<file path="src/wiper_defs.svh">
/*
 * Constants for the two-wire wiper position slave: identity bits,
 * register addresses, reset values and tap limits.
 * Assumes inclusion by bare name from the design file, the checker and the bench.
 */
`ifndef WIPER_DEFS_SVH
`define WIPER_DEFS_SVH

// ----------------------------------------------------------------
// Identification
// ----------------------------------------------------------------
// Upper five identification bits; value is arbitrary
`define ID_UPPER_BITS     5'h0B

// ----------------------------------------------------------------
// Register map
// ----------------------------------------------------------------
`define WIPER_REG_ADDR    8'h00
`define CONTROL_REG_ADDR  8'h10
`define WIPER_RESET_VAL   8'h80
`define CONTROL_RESET_VAL 8'h42

// ----------------------------------------------------------------
// Tap limits
// ----------------------------------------------------------------
`define TAP_LOW_END       8'h00
`define TAP_HIGH_END      8'hFF

`endif

</file>
<file path="src/wiper_pkg.sv">
/*
 * Types for the two-wire wiper position slave.
 * Assumes the constants header is on the include path.
 */
package wiper_pkg;

    // ------------------------------------------------------------
    // Protocol states, one-hot
    // ------------------------------------------------------------
    typedef enum logic [5:0] {
        ST_IDLE = 6'h01,   // Waiting for a start
        ST_ID   = 6'h02,   // Receiving identification byte
        ST_REGA = 6'h04,   // Receiving register address
        ST_WDAT = 6'h08,   // Receiving write data
        ST_RDAT = 6'h10,   // Transmitting read data
        ST_ACK  = 6'h20    // Ninth clock of a byte
    } bus_state_t;

    // ------------------------------------------------------------
    // Whole module state
    // ------------------------------------------------------------
    typedef struct packed {
        logic [1:0] scl_sync;    // Clock synchroniser
        logic [1:0] sda_sync;    // Data synchroniser
        logic [1:0] strap_s1;    // Strap first stage
        logic [1:0] strap_s2;    // Strap second stage
        logic       scl_last;    // Previous synced clock
        logic       sda_last;    // Previous synced data
        bus_state_t state;       // Protocol state
        bus_state_t after_ack;   // State after ninth clock
        logic [3:0] bit_cnt;     // Bits taken in this byte
        logic [7:0] shift;       // Receive / transmit shifter
        logic [7:0] reg_ptr;     // Selected register
        logic [7:0] wiper;       // Wiper position code
        logic [7:0] control;     // Control register
        logic       ack_drive;   // Set at each received byte's eighth-bit fall, even on id mismatch
        logic       rd_ack;      // Ninth clock belongs to read byte
        logic       sda_oe;      // Pull data line low
        logic [7:0] tap;         // Selected tap
        logic       at_low;      // Wiper at low terminal
        logic       at_high;     // Wiper at high terminal
    } slave_state_t;

endpackage

</file>
<file path="src/wiper_slave.sv">
/*
 * Two-wire bus slave and wiper tap selection of a digital potentiometer.
 * Assumes the master drives the bus clock, the data line has an external
 * pull-up, and the straps are steady during a transfer.
 */
// Functional notes
// - Code zero selects tap at low terminal
// - Code 255 selects tap at high terminal
// - Tap follows wiper register only
// - Data sampled on bus clock rise
// - Transmit bits change after clock fall
// - Data line only pulled low, never driven
// - Straps give two low address bits
// - Mismatched address: transfer ignored
// - Id byte: fixed bits, straps, direction
// - Wiper resets to 80h
// - Acknowledge id, address, write data
// - Bytes travel most significant bit first
`timescale 1ns/1ps
`include "wiper_defs.svh"

module wiper_slave
    import wiper_pkg::*;
(
    // Clock and reset
    input  wire logic       clk,
    input  wire logic       reset,
    // Bus pins
    input  wire logic       scl_in,
    input  wire logic       sda_in,
    output logic            sda_out,
    output logic            sda_oe,
    // Address straps
    input  wire logic       address_strap_upper,
    input  wire logic       address_strap_lower,
    // Wiper outputs
    output logic [7:0]      tap_select,
    output logic            wiper_at_low_terminal,
    output logic            wiper_at_high_terminal
);

    // ------------------------------------------------------------
    // State storage
    // ------------------------------------------------------------
    slave_state_t s_reg;     // Registered state
    slave_state_t s_next;    // Next state

    logic scl_rise;          // Synced clock rose
    logic scl_fall;          // Synced clock fell
    logic start_seen;        // Start or repeated start
    logic stop_seen;         // Stop condition
    logic [7:0] rx_byte;     // Byte including current bit

    // ------------------------------------------------------------
    // Edge and condition detection, on second sync stage only
    // ------------------------------------------------------------
    assign scl_rise   = s_reg.scl_sync[1] & ~s_reg.scl_last;
    assign scl_fall   = ~s_reg.scl_sync[1] & s_reg.scl_last;
    assign start_seen = s_reg.scl_sync[1] & s_reg.scl_last & s_reg.sda_last & ~s_reg.sda_sync[1];
    assign stop_seen  = s_reg.scl_sync[1] & s_reg.scl_last & ~s_reg.sda_last & s_reg.sda_sync[1];
    assign rx_byte    = {s_reg.shift[6:0], s_reg.sda_sync[1]};

    // ------------------------------------------------------------
    // Next-state logic
    // ------------------------------------------------------------
    always_comb
    begin
        s_next = s_reg;
        // Synchronisers: first stage feeds only the second
        s_next.scl_sync = {s_reg.scl_sync[0], scl_in};
        s_next.sda_sync = {s_reg.sda_sync[0], sda_in};
        s_next.strap_s1 = {address_strap_upper, address_strap_lower};
        s_next.strap_s2 = s_reg.strap_s1;
        s_next.scl_last = s_reg.scl_sync[1];
        s_next.sda_last = s_reg.sda_sync[1];

        if (stop_seen)
        begin
            // Stop returns to standby and frees the line
            s_next.state  = ST_IDLE;
            s_next.sda_oe = 1'b0;
        end
        else if (start_seen)
        begin
            // Start, repeated or not, begins a new id byte
            s_next.state   = ST_ID;
            s_next.bit_cnt = 4'h0;
            s_next.sda_oe  = 1'b0;
        end
        else
        begin
            case (s_reg.state)
                ST_IDLE:
                begin
                    s_next.sda_oe = 1'b0;
                end
                ST_ID, ST_REGA, ST_WDAT:
                begin
                    if (scl_rise)
                    begin
                        s_next.shift   = rx_byte;
                        s_next.bit_cnt = s_reg.bit_cnt + 4'h1;
                    end
                    // Eighth bit's falling edge: decide on acknowledge
                    if (scl_fall && s_reg.bit_cnt == 4'h8)
                    begin
                        s_next.bit_cnt   = 4'h0;
                        s_next.ack_drive = 1'b1;
                        s_next.rd_ack    = 1'b0;
                        s_next.state     = ST_ACK;
                        if (s_reg.state == ST_ID)
                        begin
                            if (s_reg.shift[7:1] == {`ID_UPPER_BITS, s_reg.strap_s2})
                            begin
                                s_next.sda_oe    = 1'b1;
                                s_next.after_ack = s_reg.shift[0] ? ST_RDAT : ST_REGA;
                            end
                            else
                            begin
                                // Not ours: stay off the line until next start
                                s_next.state = ST_IDLE;
                            end
                        end
                        else if (s_reg.state == ST_REGA)
                        begin
                            s_next.reg_ptr   = s_reg.shift;
                            s_next.sda_oe    = 1'b1;
                            s_next.after_ack = ST_WDAT;
                        end
                        else
                        begin
                            // Write data lands at the ninth clock
                            if (s_reg.reg_ptr == `WIPER_REG_ADDR)
                                s_next.wiper = s_reg.shift;
                            else if (s_reg.reg_ptr == `CONTROL_REG_ADDR)
                                s_next.control = s_reg.shift;
                            s_next.sda_oe    = 1'b1;
                            s_next.after_ack = ST_IDLE;
                        end
                    end
                end
                ST_ACK:
                begin
                    // Falling edge ends the ninth clock
                    if (scl_fall)
                    begin
                        if (s_reg.rd_ack)
                        begin
                            // Master nack ends the read
                            s_next.sda_oe = 1'b0;
                            s_next.state  = s_reg.shift[0] ? ST_IDLE : ST_RDAT;
                            if (!s_reg.shift[0])
                            begin
                                s_next.shift   = (s_reg.reg_ptr == `CONTROL_REG_ADDR) ? s_reg.control
                                                                                      : s_reg.wiper;
                                s_next.sda_oe  = ~s_next.shift[7];
                                s_next.bit_cnt = 4'h1;
                            end
                        end
                        else if (s_reg.after_ack == ST_RDAT)
                        begin
                            // First read bit right after the ack
                            s_next.shift   = (s_reg.reg_ptr == `CONTROL_REG_ADDR) ? s_reg.control
                                                                                  : s_reg.wiper;
                            s_next.sda_oe  = ~s_next.shift[7];
                            s_next.bit_cnt = 4'h1;
                            s_next.state   = ST_RDAT;
                        end
                        else
                        begin
                            s_next.sda_oe  = 1'b0;
                            s_next.bit_cnt = 4'h0;
                            s_next.state   = s_reg.after_ack;
                        end
                        s_next.ack_drive = 1'b0;
                    end
                    else if (s_reg.rd_ack && scl_rise)
                    begin
                        // Capture master's ack bit
                        s_next.shift[0] = s_reg.sda_sync[1];
                    end
                end
                ST_RDAT:
                begin
                    if (scl_fall)
                    begin
                        if (s_reg.bit_cnt == 4'h8)
                        begin
                            // Release for the master's ack
                            s_next.sda_oe = 1'b0;
                            s_next.rd_ack = 1'b1;
                            s_next.state  = ST_ACK;
                        end
                        else
                        begin
                            s_next.shift   = {s_reg.shift[6:0], 1'b0};
                            s_next.sda_oe  = ~s_reg.shift[6];
                            s_next.bit_cnt = s_reg.bit_cnt + 4'h1;
                        end
                    end
                end
                default:
                begin
                    s_next.state  = ST_IDLE;
                    s_next.sda_oe = 1'b0;
                end
            endcase
        end

        // Tap selection follows the wiper code alone
        s_next.tap     = s_next.wiper;
        s_next.at_low  = (s_next.wiper == `TAP_LOW_END);
        s_next.at_high = (s_next.wiper == `TAP_HIGH_END);
    end

    // ------------------------------------------------------------
    // State register; reset presets wiper to mid-scale
    // ------------------------------------------------------------
    always_ff @(posedge clk or posedge reset)
    begin
        if (reset)
        begin
            s_reg           <= '0;
            s_reg.scl_sync  <= 2'h3;
            s_reg.sda_sync  <= 2'h3;
            s_reg.scl_last  <= 1'b1;
            s_reg.sda_last  <= 1'b1;
            s_reg.state     <= ST_IDLE;
            s_reg.after_ack <= ST_IDLE;
            s_reg.wiper     <= `WIPER_RESET_VAL;
            s_reg.tap       <= `WIPER_RESET_VAL;
            s_reg.control   <= `CONTROL_RESET_VAL;
        end
        else
        begin
            s_reg <= s_next;
        end
    end

    // ------------------------------------------------------------
    // Outputs, straight from flip-flops except sda_out, which is tied low
    // ------------------------------------------------------------
    assign sda_out                = 1'b0;
    assign sda_oe                 = s_reg.sda_oe;
    assign tap_select             = s_reg.tap;
    assign wiper_at_low_terminal  = s_reg.at_low;
    assign wiper_at_high_terminal = s_reg.at_high;

endmodule // wiper_slave

</file>
<file path="config.mk">
export PLATFORM = sky130hd
export DESIGN_NAME = wiper_slave
export DESIGN_NICKNAME = d
export VERILOG_FILES = /design/src/wiper_pkg.sv /design/src/wiper_slave.sv
export VERILOG_INCLUDE_DIRS = /design/src
export SDC_FILE = /design/constraint.sdc
export NUM_CORES = 1
export LEC_CHECK = 0
export ABC_CLOCK_PERIOD_IN_PS = 7300
export BUFFER_PORTS_ARGS = -buffer_cell sky130_fd_sc_hd__buf_2
export CORE_ASPECT_RATIO = 1.4
export CORE_MARGIN = 1.5
export CORE_UTILIZATION = 47
export CTS_CLUSTER_DIAMETER = 120
export CTS_CLUSTER_SIZE = 12
export DETAILED_ROUTE_END_ITERATION = 12
export GPL_ROUTABILITY_DRIVEN = 0
export GPL_TIMING_DRIVEN = 1
export SLEW_MARGIN = 20
export SYNTH_ARGS = -nofsm -noshare
export SYNTH_HDL_FRONTEND = slang
export SYNTH_SLANG_ARGS = --single-unit
export TNS_END_PERCENT = 50
</file>
<file path="constraint.sdc">
create_clock -name clk -period 7.3 [get_ports clk]
set_clock_uncertainty 0.15 [all_clocks]
set_input_delay 0 -clock clk [delete_from_list [all_inputs] [get_ports clk]]
set_output_delay 0 -clock clk [all_outputs]
set_load 0.02 [all_outputs]
</file>
==> results.py <==
metrics = {
    "floorplan": {
        "num_rows": 35,
        "start_util_pct": 48.7,
        "core_area_um2": 6570,
        "die-area_um2": 7310,
        "die_w_um": 72.7,
        "pin_count": 18,
        "die_h_um": 101,
    },
    "synthesis": {
        "netlist.area_leader.share_pct": 38.4,
        "synth-main-ff-cell": "dfrtp_1",
        "synth.distinct_cells": 60,
        "synth_edf_count": 0,
        "synth_most_common_cell": "dfrtp_1",
        "synth_area_um2": 3200,
        "synthTopCellsByCount": "49 x dfrtp_1, 26 x mux2_2, 24 x nand2_1, 18 x o21ai_0, 12 x mux2i_1",
        "synth_warnings": 0,
        "netlist_top_cells_area": "dfrtp_1 38%, mux2_2 9.2%, dfstp_2 9.0%",
        "ys_ff_latch": 60,
        "synth-async-reset-ratio_pct": 100,
        "syn-num-nets": 298,
        "postSynthAreaPerCell_um2": 11.0,
        "synth_top_area_cell": "dfrtp_1",
        "netlist_instances": 290,
        "yosysSeqAreaShare_pct": 47.4,
    },
    "clocking": {
        "cts_root_buffer": "clkbuf_8",
        "numCtsBuffers": 9,
        "cts_tree": "done",
        "max-clock-path-buffers": 2,
        "clk_latency_ns": 0.34,
        "cts-htree-levels": 3,
        "clock_sinks": 60,
        "path_clk_slew_ns": 0.07,
        "post_cts_buffers": 0,
    },
    "sta": {
        "period_needed_ns": 2.69,
        "whs_ns": 0.149,
        "tightestPinTransition_ns": 0.742,
        "slew_viol_final": 0,
        "setup_viol": 0,
        "period_share_pct": 36.9,
        "fin_setup_tns_ns": 0,
        "rsz0062_at_grt": "false",
        "final_hold_viol_count": 0,
        "timing.fmax_mhz": 372,
        "max_slew_margin_pct": 50.5,
    },
    "setup_path": {
        "critPathCaptureType": "flip-flop",
        "slowest_stage": "nor3_2",
        "crit_arrival_ns": 2.76,
        "cp_slowest_stage_delay_ns": 0.71,
        "cp-start-kind": "flip-flop",
        "crit_path_cell_trace": "nor4_1 > nand3_1 > nor3_2 > mux2_2",
        "crit_fanout": 9,
        "worst-setup-path-type": "reg2reg",
        "reg2regPathDepth": 4,
        "cp.required_ns": 7.37,
    },
    "cells_and_area": {
        "n_antenna_cell": 0,
        "areaGrowthSynthToFinish_pct": 8.85,
        "drive_gt1_share_pct": 28.3,
        "n_fill_cell": 583,
        "fin_nets": 310,
        "fin_cells": 381,
        "final_area_um2": 3480,
        "largest_reg_flops": 36,
    },
    "global_routing": {
        "antenna_found_initial": 0,
        "grt.total_usage_pct": 21.9,
        "grt_pass1_wl_um": 11900,
        "grt_max_degree": 61,
        "grt_pass1_vias": 2372,
        "grt-ovfl-total": 0,
    },
    "routing": {
        "dr.pass1.iters": 5,
        "initialDrtViolationCount": 130,
        "ant_nets": 0,
        "wl_um": 7160,
        "via_per_inst": 6.12,
        "vias": 2331,
        "drcViolationCount": 0,
        "avgRoutedWirePerCell_um": 18.8,
    },
    "power_and_ir_drop": {
        "power.density_nw_per_um2": 232,
        "ir_drop_uv": 150,
        "p_leak_nw": 1.65,
    },
    "placed_design": {
        "dpl.hpwl_um": 4930,
        "post_dp_cell_area_um2": 3250,
        "portBuffers": 16,
        "numPlacedInstances": 360,
    },
    "min_path": {
        "hold_depth": 2,
        "hp-class": "in2reg",
    },
    "job": {
        "maxCapViolCount": 0,
    },
    "outcome": {
        "status": "complete, no violations",
    },
}
## cell usage in the layout, fill, tap and decap left out, drive strengths merged, types with 7 or more instances in the layout
cell / instances
buf: 18
clkbuf: 12
dfrtp: 49
dfstp: 11
inv: 9
mux2: 33
mux2i: 12
nand2: 24
nand3: 7
nor2: 10
nor4: 9
o21ai: 18
## kinds of logic after synthesis
logic type	count (synthesis)	synth area share (%)
AOI/OAI and AO/OA	55	12.0
muxes	45	16.2
adders and majority gates	2	0.783
buffers and inverters	31	5.48
other	1	0.117
and+or+nand+nor	89	16.1
xor gates and xnor gates	7	1.92
DFF	60	47.4
## path summary, 6_finish.rpt
path,slack (ns),from,endpoint
setup reg to reg,4.61,s_reg[36],s_reg[13]
hold reg to reg,0.20,s_next[64],s_reg[64]
min in group asynchronous,0.26,reset,s_reg[31]
hold / removal,0.15,scl_in,s_next[70]
max in group asynchronous,6.25,reset,s_reg[47]
setup / recovery,4.61,s_reg[36],s_reg[13]
## final cells by class
type	count	area [um2]	area share, %
tap	74	92.6	2.66
clock inverter	4	25.0	0.719
timing repair buffer	23	145	4.17
inverter	9	33.8	0.971
multi-input combinational	199	1510	43.5
sequential	60	1520	43.5
clock buffer	12	155	4.46
## report_power, final
part	switching, mW	total, mW	internal (mW)
clock network	0.132	0.272	0.140
logic	0.0727	0.136	0.0633
registers	0.0406	0.398	0.357
total	0.245	0.806	0.561
## per-layer routing
layer  part of all wire, %  global-route usage (%)  routed length (um)  up-vias
met5                     0                       0                   0        -
met4                   2.1                    13.6                 153        0
met3                   3.8                    4.00                 273       13
met2                    54                    37.3                3860       55
met1                    40                    25.0                2880     1175
li1                      -                       -                   -     1088
## what timing repair did
item | CTS | global route
hold endpoints to repair | 53 | 0
gates resized for setup | 0 | 0
hold buffers | 5 | 0
## critical path: cells and delay by family (launching register included)
family / cells / cell delay, ns
flops: 1 / 0.40
simple gates: 3 / 1.63
mux: 1 / 0.40
## stage by stage
stage	worst slack, ns	power, mW	util (%)
after floorplan	4.94	0.503	-
final	4.61	0.806	53.0
after CTS	4.60	0.817	53.0
after detailed placement	4.64	0.538	49.5
after global placement	4.69	0.536	49.5
after global routing	4.53	0.846	53.0
Power figures use the tool's default switching activity.
